## src/pwm_regs.svh

```systemverilog
// Register offsets, field positions, reset values and sizes of the PWM block
`ifndef PWM_REGS_SVH
`define PWM_REGS_SVH

// Register offsets on the 4-bit host index
`define OFF_CTRL_LOW 4'h0
`define OFF_CTRL_HIGH 4'h2
`define OFF_PERIOD_LOW 4'h4
`define OFF_PERIOD_HIGH 4'h6
`define OFF_HIGH_TIME_LOW 4'h8
`define OFF_HIGH_TIME_HIGH 4'hA

// Storage slots inside the register bank
`define SLOT_CTRL_LOW 3'h0
`define SLOT_CTRL_HIGH 3'h1
`define SLOT_PERIOD_LOW 3'h2
`define SLOT_PERIOD_HIGH 3'h3
`define SLOT_HIGH_TIME_LOW 3'h4
`define SLOT_HIGH_TIME_HIGH 3'h5
// Slot code for an unmapped index; the bank answers it with zero
`define SLOT_MISS 3'h7
`define REG_COUNT 6

// Control field positions and encodings
`define CTRL_ENABLE_BIT 2
`define CTRL_SEL_MSB 1
`define CTRL_SEL_LSB 0
`define SEL_HARD_PULSE 2'h2
`define SEL_GENERATOR 2'h3

// Reset value of every register half
`define REG_RESET 16'h0000

`endif

```

## src/pwm_pkg.sv

```systemverilog
// Types shared by the PWM block modules
package pwm_pkg;

  typedef logic [15:0] half_type;
  typedef logic [2:0] slot_type;

  // Result of decoding a host register index
  typedef struct packed {
    logic hit;
    slot_type slot;
  } decode_type;

  // Generator activity
  typedef enum logic {
    GEN_IDLE,
    GEN_RUN
  } gen_state_type;

endpackage

```

## src/reg_bank_if.sv

```systemverilog
// Link between the host port logic and the register bank
`timescale 1ns/10ps
`default_nettype none
interface reg_bank_if;
  import pwm_pkg::*;
  logic wr_en;
  logic rd_en;
  slot_type slot;
  half_type wr_data;
  half_type rd_data;
  half_type ctrl_low;
  logic [31:0] period;
  logic [31:0] high_time;

  modport port (output wr_en, output rd_en, output slot, output wr_data,
                input rd_data, input ctrl_low, input period, input high_time);
  modport bank (input wr_en, input rd_en, input slot, input wr_data,
                output rd_data, output ctrl_low, output period, output high_time);
endinterface
`default_nettype wire
```

## src/frame_synced_pwm.sv

```systemverilog
// Frame-synchronised PWM generator with host register port and output selector
`timescale 1ns/10ps
`default_nettype none
`include "pwm_regs.svh"
module frame_synced_pwm
  import pwm_pkg::*;
(
  input wire logic sys_clk,
  input wire logic sys_rst,
  input wire logic host_select,
  input wire logic host_write_strobe,
  input wire logic host_read_strobe,
  input wire logic [3:0] host_reg_index,
  input wire logic [15:0] host_write_data,
  output logic [15:0] host_read_data,
  output logic host_transfer_ready,
  input wire logic frame_sync,
  input wire logic hard_pulse_in,
  output logic pwm_out
);

  // Maps a host index onto a storage slot; odd or unused indexes miss
  function automatic decode_type decode_index(input logic [3:0] index);
    decode_type res;
    res.hit = 1'b1;
    res.slot = `SLOT_CTRL_LOW;
    unique case (index)
      `OFF_CTRL_LOW: res.slot = `SLOT_CTRL_LOW;
      `OFF_CTRL_HIGH: res.slot = `SLOT_CTRL_HIGH;
      `OFF_PERIOD_LOW: res.slot = `SLOT_PERIOD_LOW;
      `OFF_PERIOD_HIGH: res.slot = `SLOT_PERIOD_HIGH;
      `OFF_HIGH_TIME_LOW: res.slot = `SLOT_HIGH_TIME_LOW;
      `OFF_HIGH_TIME_HIGH: res.slot = `SLOT_HIGH_TIME_HIGH;
      default: begin
        res.hit = 1'b0;
        res.slot = `SLOT_MISS; // Reads of this slot return zero
      end
    endcase
    return res;
  endfunction

  reg_bank_if rb ();

  reg_bank #(
    .DEPTH(`REG_COUNT)
  ) u_reg_bank (
    .sys_clk(sys_clk),
    .sys_rst(sys_rst),
    .bus(rb.bank)
  );

  // Host port
  logic ready_ff;
  logic nxt_ready;
  logic accept;
  decode_type dec;

  // An access is taken only while ready; the next cycle is a turnaround
  always_comb begin
    dec = decode_index(host_reg_index);
    accept = host_select && ready_ff && (host_write_strobe || host_read_strobe);
    nxt_ready = !accept;
  end

  always_ff @(posedge sys_clk or posedge sys_rst) begin
    if (sys_rst) begin
      ready_ff <= 1'b0;
    end else begin
      ready_ff <= nxt_ready;
    end
  end

  // Write wins if both strobes are raised; unmapped writes are dropped
  assign rb.wr_en = accept && host_write_strobe && dec.hit;
  assign rb.rd_en = accept && host_read_strobe && !host_write_strobe;
  assign rb.slot = dec.slot;
  assign rb.wr_data = host_write_data;
  assign host_transfer_ready = ready_ff;
  // Read data straight from the bank register; unmapped reads give zero there
  assign host_read_data = rb.rd_data;

  // Generator
  gen_state_type state_ff;
  gen_state_type nxt_state;
  logic sync_prev_ff;
  logic nxt_sync_prev;
  logic [31:0] period_ff;
  logic [31:0] nxt_period;
  logic [31:0] high_time_ff;
  logic [31:0] nxt_high_time;
  logic [31:0] phase_ff;
  logic [31:0] nxt_phase;
  logic gen_enable;
  logic sync_fall;
  logic gen_level;

  assign gen_enable = rb.ctrl_low[`CTRL_ENABLE_BIT];

  // Snapshots keep the running period stable while software rewrites halves
  always_comb begin
    nxt_sync_prev = frame_sync;
    sync_fall = sync_prev_ff && !frame_sync;
    nxt_state = state_ff;
    nxt_period = period_ff;
    nxt_high_time = high_time_ff;
    nxt_phase = phase_ff;
    if (!gen_enable) begin
      nxt_state = GEN_IDLE;
      nxt_phase = 32'h00000000;
    end else if (sync_fall) begin
      nxt_state = GEN_RUN;
      nxt_period = rb.period;
      nxt_high_time = rb.high_time;
      nxt_phase = 32'h00000000;
    end else begin
      unique case (state_ff)
        GEN_IDLE: nxt_phase = 32'h00000000;
        GEN_RUN: begin
          // Period spans N+1 cycles, phase 0 through N
          if (phase_ff == period_ff) begin
            nxt_phase = 32'h00000000;
          end else begin
            nxt_phase = phase_ff + 32'h00000001;
          end
        end
      endcase
    end
  end

  always_ff @(posedge sys_clk or posedge sys_rst) begin
    if (sys_rst) begin
      state_ff <= GEN_IDLE;
      sync_prev_ff <= 1'b0;
      period_ff <= 32'h00000000;
      high_time_ff <= 32'h00000000;
      phase_ff <= 32'h00000000;
    end else begin
      state_ff <= nxt_state;
      sync_prev_ff <= nxt_sync_prev;
      period_ff <= nxt_period;
      high_time_ff <= nxt_high_time;
      phase_ff <= nxt_phase;
    end
  end

  // High while phase is below the count; count above N keeps it high all period
  assign gen_level = (state_ff == GEN_RUN) && (phase_ff < high_time_ff);

  // Output selector
  logic pin_ff;
  logic nxt_pin;

  always_comb begin
    unique case (rb.ctrl_low[`CTRL_SEL_MSB:`CTRL_SEL_LSB])
      `SEL_HARD_PULSE: nxt_pin = hard_pulse_in;
      `SEL_GENERATOR: nxt_pin = gen_level;
      default: nxt_pin = 1'b1;
    endcase
  end

  // Pin idles high from reset, matching the cleared selector
  always_ff @(posedge sys_clk or posedge sys_rst) begin
    if (sys_rst) begin
      pin_ff <= 1'b1;
    end else begin
      pin_ff <= nxt_pin;
    end
  end

  assign pwm_out = pin_ff;

endmodule
`default_nettype wire

```

## src/reg_bank.sv

```systemverilog
// Six 16-bit register halves with registered read data
`timescale 1ns/10ps
`default_nettype none
`include "pwm_regs.svh"
module reg_bank
  import pwm_pkg::*;
#(
  parameter int DEPTH = `REG_COUNT
) (
  input wire logic sys_clk,
  input wire logic sys_rst,
  reg_bank_if.bank bus
);

  half_type mem_ff [DEPTH];
  half_type nxt_mem [DEPTH];
  half_type rd_ff;
  half_type nxt_rd;

  // Write and read next values; slots past the bank read as zero
  always_comb begin
    for (int i = 0; i < DEPTH; i++) begin
      nxt_mem[i] = mem_ff[i];
    end
    nxt_rd = rd_ff;
    if (bus.wr_en) begin
      nxt_mem[bus.slot] = bus.wr_data;
    end
    if (bus.rd_en) begin
      if (int'(bus.slot) < DEPTH) begin
        nxt_rd = mem_ff[bus.slot];
      end else begin
        nxt_rd = `REG_RESET;
      end
    end
  end

  // All halves clear on reset
  always_ff @(posedge sys_clk or posedge sys_rst) begin
    if (sys_rst) begin
      for (int i = 0; i < DEPTH; i++) begin
        mem_ff[i] <= `REG_RESET;
      end
      rd_ff <= `REG_RESET;
    end else begin
      mem_ff <= nxt_mem;
      rd_ff <= nxt_rd;
    end
  end

  assign bus.rd_data = rd_ff;
  assign bus.ctrl_low = mem_ff[`SLOT_CTRL_LOW];
  assign bus.period = {mem_ff[`SLOT_PERIOD_HIGH], mem_ff[`SLOT_PERIOD_LOW]};
  assign bus.high_time = {mem_ff[`SLOT_HIGH_TIME_HIGH], mem_ff[`SLOT_HIGH_TIME_LOW]};

endmodule
`default_nettype wire

```

## config.mk

```make
export PLATFORM = sky130hd
export DESIGN_NAME = frame_synced_pwm
export DESIGN_NICKNAME = d
export VERILOG_FILES = /design/src/pwm_pkg.sv /design/src/reg_bank_if.sv /design/src/frame_synced_pwm.sv /design/src/reg_bank.sv
export VERILOG_INCLUDE_DIRS = /design/src
export SDC_FILE = /design/constraint.sdc
export NUM_CORES = 1
export LEC_CHECK = 0
export ABC_AREA = 0
export ABC_CLOCK_PERIOD_IN_PS = 13300
export CORE_UTILIZATION = 40
export CTS_BUF_LIST = sky130_fd_sc_hd__clkbuf_16
export DETAILED_ROUTE_END_ITERATION = 16
export DONT_BUFFER_PORTS = 1
export MAX_ROUTING_LAYER = met4
export SLEW_MARGIN = 20
export SYNTH_ARGS = -nofsm -noshare
export SYNTH_HDL_FRONTEND = slang
export SYNTH_SLANG_ARGS = --single-unit
```

## constraint.sdc

```tcl
create_clock -name sys_clk -period 13.3 [get_ports sys_clk]
set_clock_uncertainty 0.1 [all_clocks]
set_input_delay 0.665 -clock sys_clk [delete_from_list [all_inputs] [get_ports sys_clk]]
set_output_delay 0.665 -clock sys_clk [all_outputs]
set_load 0.02 [all_outputs]
```

==> impl_metrics.env, run 1 <==
export IMPL_worst_pin_slew_ns=0.9866
export IMPL_seq_area_frac_synth_pct=52.02
export IMPL_finalSetupViolCount=0
export IMPL_numPortBuffers=0
export IMPL_netlist_instances=854
export IMPL_synth_area_leader_cell="dfrtp_1"
export IMPL_pwr_density_cell_nw_per_um2=129.3
export IMPL_numCtsBuffers=23
export IMPL_clkPwrFrac_pct=39.6
export IMPL_fin_ws_ns=10.93
export IMPL_synthToLayoutAreaGrowth_pct=9.089
export IMPL_maxCapViolCount=0
export IMPL_yosys_top_cells_count="dfrtp_1 (211), mux2_2 (160), nand2_1 (58)"
export IMPL_io_pins=45
export IMPL_cts_resized=0
export IMPL_grt_overflow=0
export IMPL_synth_area_leaders="dfrtp_1 (52%), mux2_2 (18%), xor2_1 (4.7%)"
export IMPL_fin_util_pct=44.32
export IMPL_synth_cell_types=58
export IMPL_hold_viol_final=0
export IMPL_cpPeakStageDelay_ns=0.50
export IMPL_seqPwrFrac_pct=51.7
export IMPL_core_um2=25110
export IMPL_drive_gt1_share_pct=25.20
export IMPL_outcome="complete, no violations"
export IMPL_cts_tree="done"
export IMPL_die_area_um2=26150
export IMPL_syn_area_um2=10200
export IMPL_detailedPlace_worstSlack_ns=10.80
export IMPL_cts_root_buf="clkbuf_16"
export IMPL_drv_slew=0
export IMPL_yosysMostFrequentCell="dfrtp_1"
export IMPL_ys_flop_type="dfrtp_1"
export IMPL_final_nets=905
export IMPL_seqCellArea_um2=5306
export IMPL_end_kind="flop"
export IMPL_tns_ns=0
export IMPL_critical_path_required_ns=13.58
export IMPL_clk_pin_slew_ns=0.06
export IMPL_dr_total_vias=6315
export IMPL_fmax_ghz=0.4225
export IMPL_routed_wirelength_um=23320
export IMPL_pwr_share_comb_pct=8.7
export IMPL_slew_headroom_pct=34.23
export IMPL_cts_max_level=1
export IMPL_place_congestion=0.8563
export IMPL_ctsHoldBuffers=0
export IMPL_switchingPower_uw=369.2
export IMPL_fin_crit_ns=2.367
export IMPL_antenna_cells=0
export IMPL_start_util_pct=40.63
export IMPL_cp_num_buf_inv=0
export IMPL_grt_first_pass_wirelength_um=37890
export IMPL_finalNonFillerCells=1191
export IMPL_crit_arrival_ns=2.65
export IMPL_vias_per_cell=5.302
export IMPL_drt_iter0_drc=372
export IMPL_grt_use_total_pct=19.16
export IMPL_crit_fanout=16
export IMPL_syn_avg_cell_area_um2=11.95
export IMPL_path_cells="nand3_1 -> a211oi_4 -> nand2_1 -> nor2_4 -> mux2_2"
export IMPL_synth_edf_count=0
export IMPL_clk_latency_ns=0.50
export IMPL_min_period_over_period_pct=17.80
export IMPL_die_h_um=161.7
export IMPL_drc=0
export IMPL_grt_max_degree=135
export IMPL_die_w_um=161.7
export IMPL_synth_top_area_share_pct=51.76
export IMPL_firstDrtPassIters=4
export IMPL_wl_per_cell_um=19.58
export IMPL_syn_num_nets=913
export IMPL_grt_pass1_vias=6503
export IMPL_clock_path_buffers=3
export IMPL_intPower_mw=1.070
export IMPL_post_cts_buffers=0
export IMPL_rsz0062_at_grt="false"
export IMPL_leakagePower_nw=5.368
export IMPL_clkSinkCount=212
export IMPL_cp_slowest_cell="dfrtp_1"
export IMPL_post_place_cells=1151
export IMPL_drt_antenna_violating_nets=0
export IMPL_async_flop_share_pct=100.0
export IMPL_multi_input_area_um2=4554
export IMPL_p_sw_share_pct=25.65
export IMPL_cp_start_kind="flop"
export IMPL_yosysWarnings=0
export IMPL_hpwl_um=16670
export IMPL_synth_seq_cells=212
export IMPL_hp_class="primary input to asynchronous set/reset pin"
export IMPL_holdWs_ns=0.07006
export IMPL_num_rows=58
export IMPL_antenna_found_initial=0
export IMPL_nFillCells=2397
export IMPL_vdd_drop_max_mv=0.07990
export IMPL_crit_type="flop to flop"
export IMPL_crit_family="simple AND/OR/NAND/NOR gates"
state kept, by name, indices dropped and copies added, names as in the netlist:
signal                    flops
sync_prev_ff                  1
state_ff                      1
phase_ff                     32
u_reg_bank.bus.high_time     32
period_ff                    32
u_reg_bank.bus.period        32
pwm_out                       1
high_time_ff                 32
u_reg_bank.bus.rd_data       16
host_transfer_ready           1
u_reg_bank.bus.ctrl_low      16
u_reg_bank.mem_ff            16
worst reg2reg max path, stage by stage (launching register included):
cell	delay [ns]
dfrtp_1	0.50
nand3_1	0.19
a211oi_4	0.46
nand2_1	0.16
nor2_4	0.45
mux2_2	0.39
power groups by stage:
stage / registers (mW) / logic [mW] / clock network, mW
floorplan: 0.736 / 0.106 / 0
global placement: 0.754 / 0.124 / 0
detailed placement: 0.755 / 0.126 / 0
CTS: 0.743 / 0.127 / 0.584
global route: 0.749 / 0.141 / 0.612
finish: 0.744 / 0.125 / 0.570
cell type report:
| cell class | instances | area share [%] |
|---|---|---|
| Clock inverter | 17 | 0.7533 |
| Tap cell | 330 | 3.710 |
| Timing Repair Buffer | 5 | 0.3710 |
| Inverter | 39 | 1.383 |
| Multi-Input combinational cell | 565 | 40.93 |
| Sequential cell | 212 | 47.68 |
| Clock buffer | 23 | 5.172 |
per-layer routing:
layer | track usage, % | vias to the layer above | share of wire, %
met5 | - | - | 0
li1 | - | 2997 | -
met2 | 28.61 | 114 | 44
met1 | 27.90 | 3173 | 50
met3 | 2.503 | 31 | 4.6
met4 | 4.031 | 0 | 1.5
final timing paths:
| kind | from | end | slack (ns) | cells past startpoint |
|---|---|---|---|---|
| max in group asynchronous | sys_rst | high_time_ff[28]$_DFFE_PP0P_ | 11.67 | 2 |
| worst min register to register | u_reg_bank.mem_ff[64]$_DFFE_PP0P_ | u_reg_bank.mem_ff[64]$_DFFE_PP0P_ | 0.40 | 1 |
| worst max register to register | host_transfer_ready$_DFF_PP0_ | u_reg_bank.bus.ctrl_low[0]$_DFFE_PP0P_ | 10.93 | 5 |
| worst max-delay path | host_transfer_ready$_DFF_PP0_ | u_reg_bank.bus.ctrl_low[0]$_DFFE_PP0P_ | 10.93 | 5 |
| min in group sys_clk | frame_sync | sync_prev_ff$_DFF_PP0_ | 0.09 | 0 |
| worst min-delay path | sys_rst | phase_ff[12]$_DFF_PP0_ | 0.07 | 1 |
logic make-up after synthesis:
logic type,synth area share [%]
adders and majority gates,3.925
xor gates and xnor gates,5.323
and+or+nand+nor,9.910
AOI/OAI and AO/OA,6.464
muxes,18.96
buffers and inverters,3.397
DFF,52.02
cells in the final DEF, fill, tap and decap left out, types with 15 or more instances in the layout:
| cell type | n |
|---|---|
| dfrtp_1 | 211 |
| mux2_2 | 160 |
| nand2_1 | 57 |
| xor2_1 | 55 |
| nor2_1 | 53 |
| inv_1 | 39 |
| o21ai_0 | 38 |
| ha_1 | 32 |
| nand3_1 | 23 |
| clkbuf_16 | 23 |
| a21oi_1 | 22 |
| nand4_1 | 15 |
per-stage QoR:
stage	total power, mW	instance area [um2]
6_report	1.439	11130
5_1_grt	1.501	11130
4_1_cts	1.454	11120
3_5_place_dp	0.8812	10470
3_3_place_gp	0.8777	10470
2_1_floorplan	0.8428	10200
No activity file was read; power rests on OpenSTA's default activity.
==> run 2: changes to the inputs <==
--- a/config.mk
+++ b/config.mk
@@ -7,7 +7,7 @@
 export NUM_CORES = 1
 export LEC_CHECK = 0
 export ABC_AREA = 0
-export ABC_CLOCK_PERIOD_IN_PS = 13300
+export ABC_CLOCK_PERIOD_IN_PS = 2190
 export CORE_UTILIZATION = 40
 export CTS_BUF_LIST = sky130_fd_sc_hd__clkbuf_16
 export DETAILED_ROUTE_END_ITERATION = 16
==> constraint.sdc (replaced) <==
create_clock -name sys_clk -period 2.19 [get_ports sys_clk]
set_clock_uncertainty 0.1 [all_clocks]
set_input_delay 0.1095 -clock sys_clk [delete_from_list [all_inputs] [get_ports sys_clk]]
set_output_delay 0.1095 -clock sys_clk [all_outputs]
set_load 0.02 [all_outputs]
==> run 2 against run 1 <==
- register-to-register slack worse by 11 ns
- sequential cell count did not move
- final cell count rose by 5.7%
- non-clock buffer count up 66
- combinational power grew to 7.4 times the previous value
- critical endpoint is now u_reg_bank.bus.rd_data[0]$_DFFE_PP0P_
- global-route usage rose by 1.6 points
- first-iteration DRC count down 10%
- critical path depth grew 2
==> impl_metrics.env, run 2 (synthesis results as in run 1) <==
export IMPL_cts_max_level=1
export IMPL_intPower_mw=7.217
export IMPL_path_cells="dlygate4sd3_1 -> a211oi_2 -> buf_4 -> nand2_1 -> o21ai_0 -> a2111oi_0 -> a21o_1"
export IMPL_finalNonFillerCells=1259
export IMPL_hp_class="primary input to flop"
export IMPL_numPortBuffers=0
export IMPL_grt_first_pass_wirelength_um=40760
export IMPL_outcome="complete, no violations"
export IMPL_die_area_um2=26150
export IMPL_seqPwrFrac_pct=47.0
export IMPL_worst_pin_slew_ns=0.9469
export IMPL_cp_start_kind="primary input"
export IMPL_final_area_um2=12050
export IMPL_clock_path_buffers=3
export IMPL_crit_type="primary input to flop"
export IMPL_die_h_um=161.7
export IMPL_firstDrtPassIters=4
export IMPL_drc=0
export IMPL_hold_viol_final=0
export IMPL_grt_use_total_pct=20.80
export IMPL_place_congestion=0.8222
export IMPL_core_um2=25110
export IMPL_antenna_cells=0
export IMPL_mostFrequentLayoutCells="dfrtp_1 (210), mux2_2 (160), nand2_1 (57)"
export IMPL_critical_path_required_ns=2.54
export IMPL_finalSetupViolCount=0
export IMPL_grt_pass1_vias=7022
export IMPL_use_met1_pct=29.17
export IMPL_start_util_pct=40.63
export IMPL_num_rows=58
export IMPL_clk_latency_ns=0.51
export IMPL_cpPeakStageDelay_ns=1.08
export IMPL_slew_headroom_pct=36.87
export IMPL_crit_fanout=15
export IMPL_pwr_share_comb_pct=9.6
export IMPL_drt_iter0_drc=333
export IMPL_grt_use_met2_pct=31.66
export IMPL_final_nets=972
export IMPL_rsz0062_at_grt="false"
export IMPL_dr_total_vias=6722
export IMPL_hpwl_um=17560
export IMPL_cts_tree="done"
export IMPL_min_period_over_period_pct=92.51
export IMPL_crit_arrival_ns=2.37
export IMPL_routed_wirelength_um=25190
export IMPL_holdWs_ns=0.01938
export IMPL_layout_commonest_cell="dfrtp_1"
export IMPL_grt_max_degree=56
export IMPL_post_place_cells=1171
export IMPL_io_pins=45
export IMPL_use_met3_pct=3.039
export IMPL_drt_antenna_violating_nets=0
export IMPL_p_sw_share_pct=24.75
export IMPL_power_total_mw=9.591
export IMPL_numCtsBuffers=24
export IMPL_fmax_ghz=0.4936
export IMPL_wl_per_cell_um=20.01
export IMPL_drive_gt1_share_pct=26.48
export IMPL_grt_overflow=0
export IMPL_cts_root_buf="clkbuf_16"
export IMPL_place_area_um2=10750
export IMPL_top_usage_layer="met2"
export IMPL_fin_crit_ns=2.026
export IMPL_vdd_drop_max_mv=0.7499
export IMPL_pwr_density_cell_nw_per_um2=795.6
export IMPL_drv_slew=0
export IMPL_cp_slowest_cell="dlygate4sd3_1"
export IMPL_worstRegToRegCells=7
export IMPL_leakagePower_nw=5.803
export IMPL_clkPwrFrac_pct=43.4
export IMPL_clk_pin_slew_ns=0.06
export IMPL_switchingPower_mw=2.373
export IMPL_synthToLayoutAreaGrowth_pct=18.17
export IMPL_die_w_um=161.7
export IMPL_clkSinkCount=212
export IMPL_end_kind="flop"
export IMPL_nFillCells=2314
export IMPL_maxCapViolCount=0
export IMPL_min_path_cells=4
export IMPL_antenna_found_initial=0
export IMPL_vias_per_cell=5.339
run 2: final timing paths:
path	from	end	slack, ns
worst max register to register	phase_ff[1]$_DFF_PP0_	phase_ff[26]$_DFF_PP0_	0.20
worst min register to register	u_reg_bank.mem_ff[64]$_DFFE_PP0P_	u_reg_bank.mem_ff[64]$_DFFE_PP0P_	0.40
min in group asynchronous	sys_rst	u_reg_bank.mem_ff[76]$_DFFE_PP0P_	0.05
max in group asynchronous	sys_rst	period_ff[4]$_DFFE_PP0P_	1.24
worst max-delay path	host_reg_index[0]	u_reg_bank.bus.rd_data[0]$_DFFE_PP0P_	0.16
worst min-delay path	host_reg_index[1]	u_reg_bank.bus.rd_data[3]$_DFFE_PP0P_	0.02
run 2: worst max-delay path, delay by kind of cell:
family                 cells  cell delay, ns
buffers and inverters      2            1.33
AND/OR/NAND/NOR            1            0.06
AO/OA/AOI/OAI              4            0.87
run 2: stage by stage:
step / util, % / TNS [ns] / setup WS, ns
after floorplan: - / -163.56 / -0.7749
after CTS: 47.95 / 0 / 0.01138
final: 48.01 / 0 / 0.1641
after global placement: 42.81 / 0 / 0.1950
after global routing: 48.01 / 0 / 0.02688
after detailed placement: 42.81 / 0 / 0.1334
run 2: per-layer routing:
layer | routed length, um | vias up
met5 | 0 | -
met3 | 1038 | 34
met1 | 12200 | 3402
li1 | - | 3152
met2 | 11380 | 134
met4 | 573 | 0
run 2: cell type report:
| class | count | area (um2) | area share (%) |
|---|---|---|---|
| multi-input combinational | 565 | 4562 | 37.85 |
| clock inverter | 17 | 195.2 | 1.619 |
| sequential | 212 | 5308 | 44.03 |
| tap | 330 | 412.9 | 3.425 |
| clock buffer | 25 | 625.6 | 5.190 |
| inverter | 39 | 150.1 | 1.246 |
| timing repair buffer | 71 | 800.8 | 6.643 |
run 2: what timing repair did:
item | CTS | global route
buffers inserted | 0 | 0
endpoints found under the setup margin | 0 | 11
resized for setup | 0 | 4
endpoints found under the hold margin | 326 | 0
hold buffers | 46 | 0
run 2: power by group through the flow:
stage	clock, mW	combinational (mW)	sequential (mW)
6_report	4.16	0.919	4.51
5_1_grt	4.41	1.03	4.54
4_1_cts	4.25	0.926	4.51
3_5_place_dp	0	0.799	4.58
3_3_place_gp	0	0.784	4.57
2_1_floorplan	0	0.646	4.47
==> run 3: changes to the inputs <==
--- a/config.mk
+++ b/config.mk
@@ -8,11 +8,15 @@
 export LEC_CHECK = 0
 export ABC_AREA = 0
 export ABC_CLOCK_PERIOD_IN_PS = 2190
+export CELL_PAD_IN_SITES_DETAIL_PLACEMENT = 0
+export CELL_PAD_IN_SITES_GLOBAL_PLACEMENT = 1
+export CORE_ASPECT_RATIO = 1.5
 export CORE_UTILIZATION = 40
 export CTS_BUF_LIST = sky130_fd_sc_hd__clkbuf_16
 export DETAILED_ROUTE_END_ITERATION = 16
 export DONT_BUFFER_PORTS = 1
 export MAX_ROUTING_LAYER = met4
+export PLACE_DENSITY_LB_ADDON = 0.1
 export SLEW_MARGIN = 20
 export SYNTH_ARGS = -nofsm -noshare
 export SYNTH_HDL_FRONTEND = slang
==> run 3 against run 2 <==
- register-to-register slack got worse by 0.05 ns
- worst setup slack got worse by 0.029 ns
- fmax decreased by 1.4%
- global-route usage increased by 0.88 points
==> impl_metrics.env, run 3 (synthesis results as in run 1) <==
export IMPL_outcome="complete, no violations"
export IMPL_pwr_density_cell_nw_per_um2=797.4
export IMPL_cts_root_buf="clkbuf_16"
export IMPL_holdWs_ns=0.02989
export IMPL_antenna_cells=0
export IMPL_io_pins=45
export IMPL_die_area_um2=26160
export IMPL_place_congestion=0.8474
export IMPL_post_place_cells=1166
export IMPL_synthToLayoutAreaGrowth_pct=14.95
export IMPL_num_rows=71
export IMPL_numPortBuffers=0
export IMPL_critical_path_required_ns=2.55
export IMPL_finalSetupViolCount=0
export IMPL_fmax_ghz=0.4867
export IMPL_detailedPlace_worstSlack_ns=0.06693
export IMPL_clock_path_buffers=3
export IMPL_die_h_um=197.6
export IMPL_start_util_pct=40.72
export IMPL_hpwl_um=18730
export IMPL_clkSinkCount=212
export IMPL_final_nets=953
export IMPL_drt_iter0_drc=308
export IMPL_clk_latency_ns=0.52
export IMPL_hold_viol_final=0
export IMPL_grt_max_degree=141
export IMPL_power_total_mw=9.351
export IMPL_slew_headroom_pct=39.56
export IMPL_fin_crit_ns=2.055
export IMPL_hp_class="primary input to flop"
export IMPL_leakagePower_nw=5.687
export IMPL_grt_first_pass_wirelength_um=41960
export IMPL_die_w_um=132.4
export IMPL_cts_tree="done"
export IMPL_firstDrtPassIters=6
export IMPL_crit_type="primary input to flop"
export IMPL_cts_max_level=1
export IMPL_worst_pin_slew_ns=0.9066
export IMPL_min_period_over_period_pct=93.82
export IMPL_finalNonFillerCells=1240
export IMPL_rsz0062_at_grt="false"
export IMPL_core_um2=25050
export IMPL_cp_start_kind="primary input"
export IMPL_drt_antenna_violating_nets=0
export IMPL_crit_arrival_ns=2.41
export IMPL_clk_pin_slew_ns=0.06
export IMPL_numCtsBuffers=24
export IMPL_antenna_found_initial=0
export IMPL_grt_use_total_pct=21.68
export IMPL_grt_pass1_vias=7126
export IMPL_maxCapViolCount=0
export IMPL_routed_wirelength_um=26630
export IMPL_grt_overflow=0
export IMPL_layout_commonest_cell="dfrtp_1"
export IMPL_vias_per_cell=5.411
export IMPL_vdd_drop_max_mv=0.6087
export IMPL_end_kind="flop"
export IMPL_drv_slew=0
export IMPL_mostFrequentLayoutCells="dfrtp_1 (211), mux2_2 (160), nand2_1 (57)"
export IMPL_fin_ws_ns=0.1353
export IMPL_drc=0
export IMPL_wl_per_cell_um=21.48
export IMPL_dr_total_vias=6710
export IMPL_crit_fanout=17
export IMPL_drive_gt1_share_pct=26.54
export IMPL_tns_ns=0
-- run 3: cell types whose count changed in the layout (fill, tap and decap cells not counted), sizes merged --
cell          change
bufinv            -2
inv               +2
clkinv            +5
dlygate4sd3      -16
buf               -2
clkinvlp          -3
dlymetal6s4s      -1
-- run 3: layer usage --
metal | GRT usage [%] | part of all wire (%)
met4 | 7.833 | 3.0
met5 | - | 0
met2 | 36.86 | 50
met1 | 26.56 | 43
met3 | 2.515 | 3.4
-- run 3: area by class of cell --
cell class                      instances  area (um2)
Clock buffer                           25       625.6
Multi-Input combinational cell        565        4554
Timing Repair Buffer                   52       538.0
Sequential cell                       212        5306
Tap cell                              328       410.4
Clock inverter                         19       141.4
Inverter                               39       150.1
Fill cell                            2344       13330
-- run 3: path summary, 6_finish.rpt --
kind | start | end | slack, ns | cells after the start
max | host_reg_index[2] | u_reg_bank.bus.rd_data[0]$_DFFE_PP0P_ | 0.14 | 7
min | host_reg_index[2] | u_reg_bank.bus.rd_data[11]$_DFFE_PP0P_ | 0.03 | 4
max reg2reg | phase_ff[1]$_DFF_PP0_ | phase_ff[30]$_DFF_PP0_ | 0.15 | 8
min reg2reg | u_reg_bank.mem_ff[78]$_DFFE_PP0P_ | u_reg_bank.mem_ff[78]$_DFFE_PP0P_ | 0.40 | 1
max in group asynchronous | sys_rst | period_ff[10]$_DFFE_PP0P_ | 1.16 | 3
min in group asynchronous | sys_rst | phase_ff[3]$_DFF_PP0_ | 0.14 | 3
-- run 3: power breakdown --
group | internal [mW] | switching [mW]
combinational | 0.428 | 0.465
sequential | 4.22 | 0.293
clock | 2.30 | 1.65
total | 6.94 | 2.41
-- run 3: repair_timing --
item | CTS | global route
endpoints found under the setup margin | 0 | 8
buffers inserted | 0 | 1
hold endpoints to repair | 327 | 0
resized for setup | 0 | 1
hold buffers | 29 | 0
-- run 3: worst max-delay path: stages --
cell and delay, ns:
dlygate4sd3_1 1.03, a211oi_2 0.27, buf_4 0.25, nand2_1 0.06
o21ai_0 0.07, a2111oi_0 0.48, a21o_1 0.13
-- run 3: stage by stage --
| step | cell area (um2) | utilization (%) |
|---|---|---|
| floorplan | 10200 | - |
| detailed placement | 10650 | 42.51 |
| CTS | 11720 | 46.77 |
| global route | 11730 | 46.81 |
| global placement | 10650 | 42.51 |
| finish | 11730 | 46.81 |
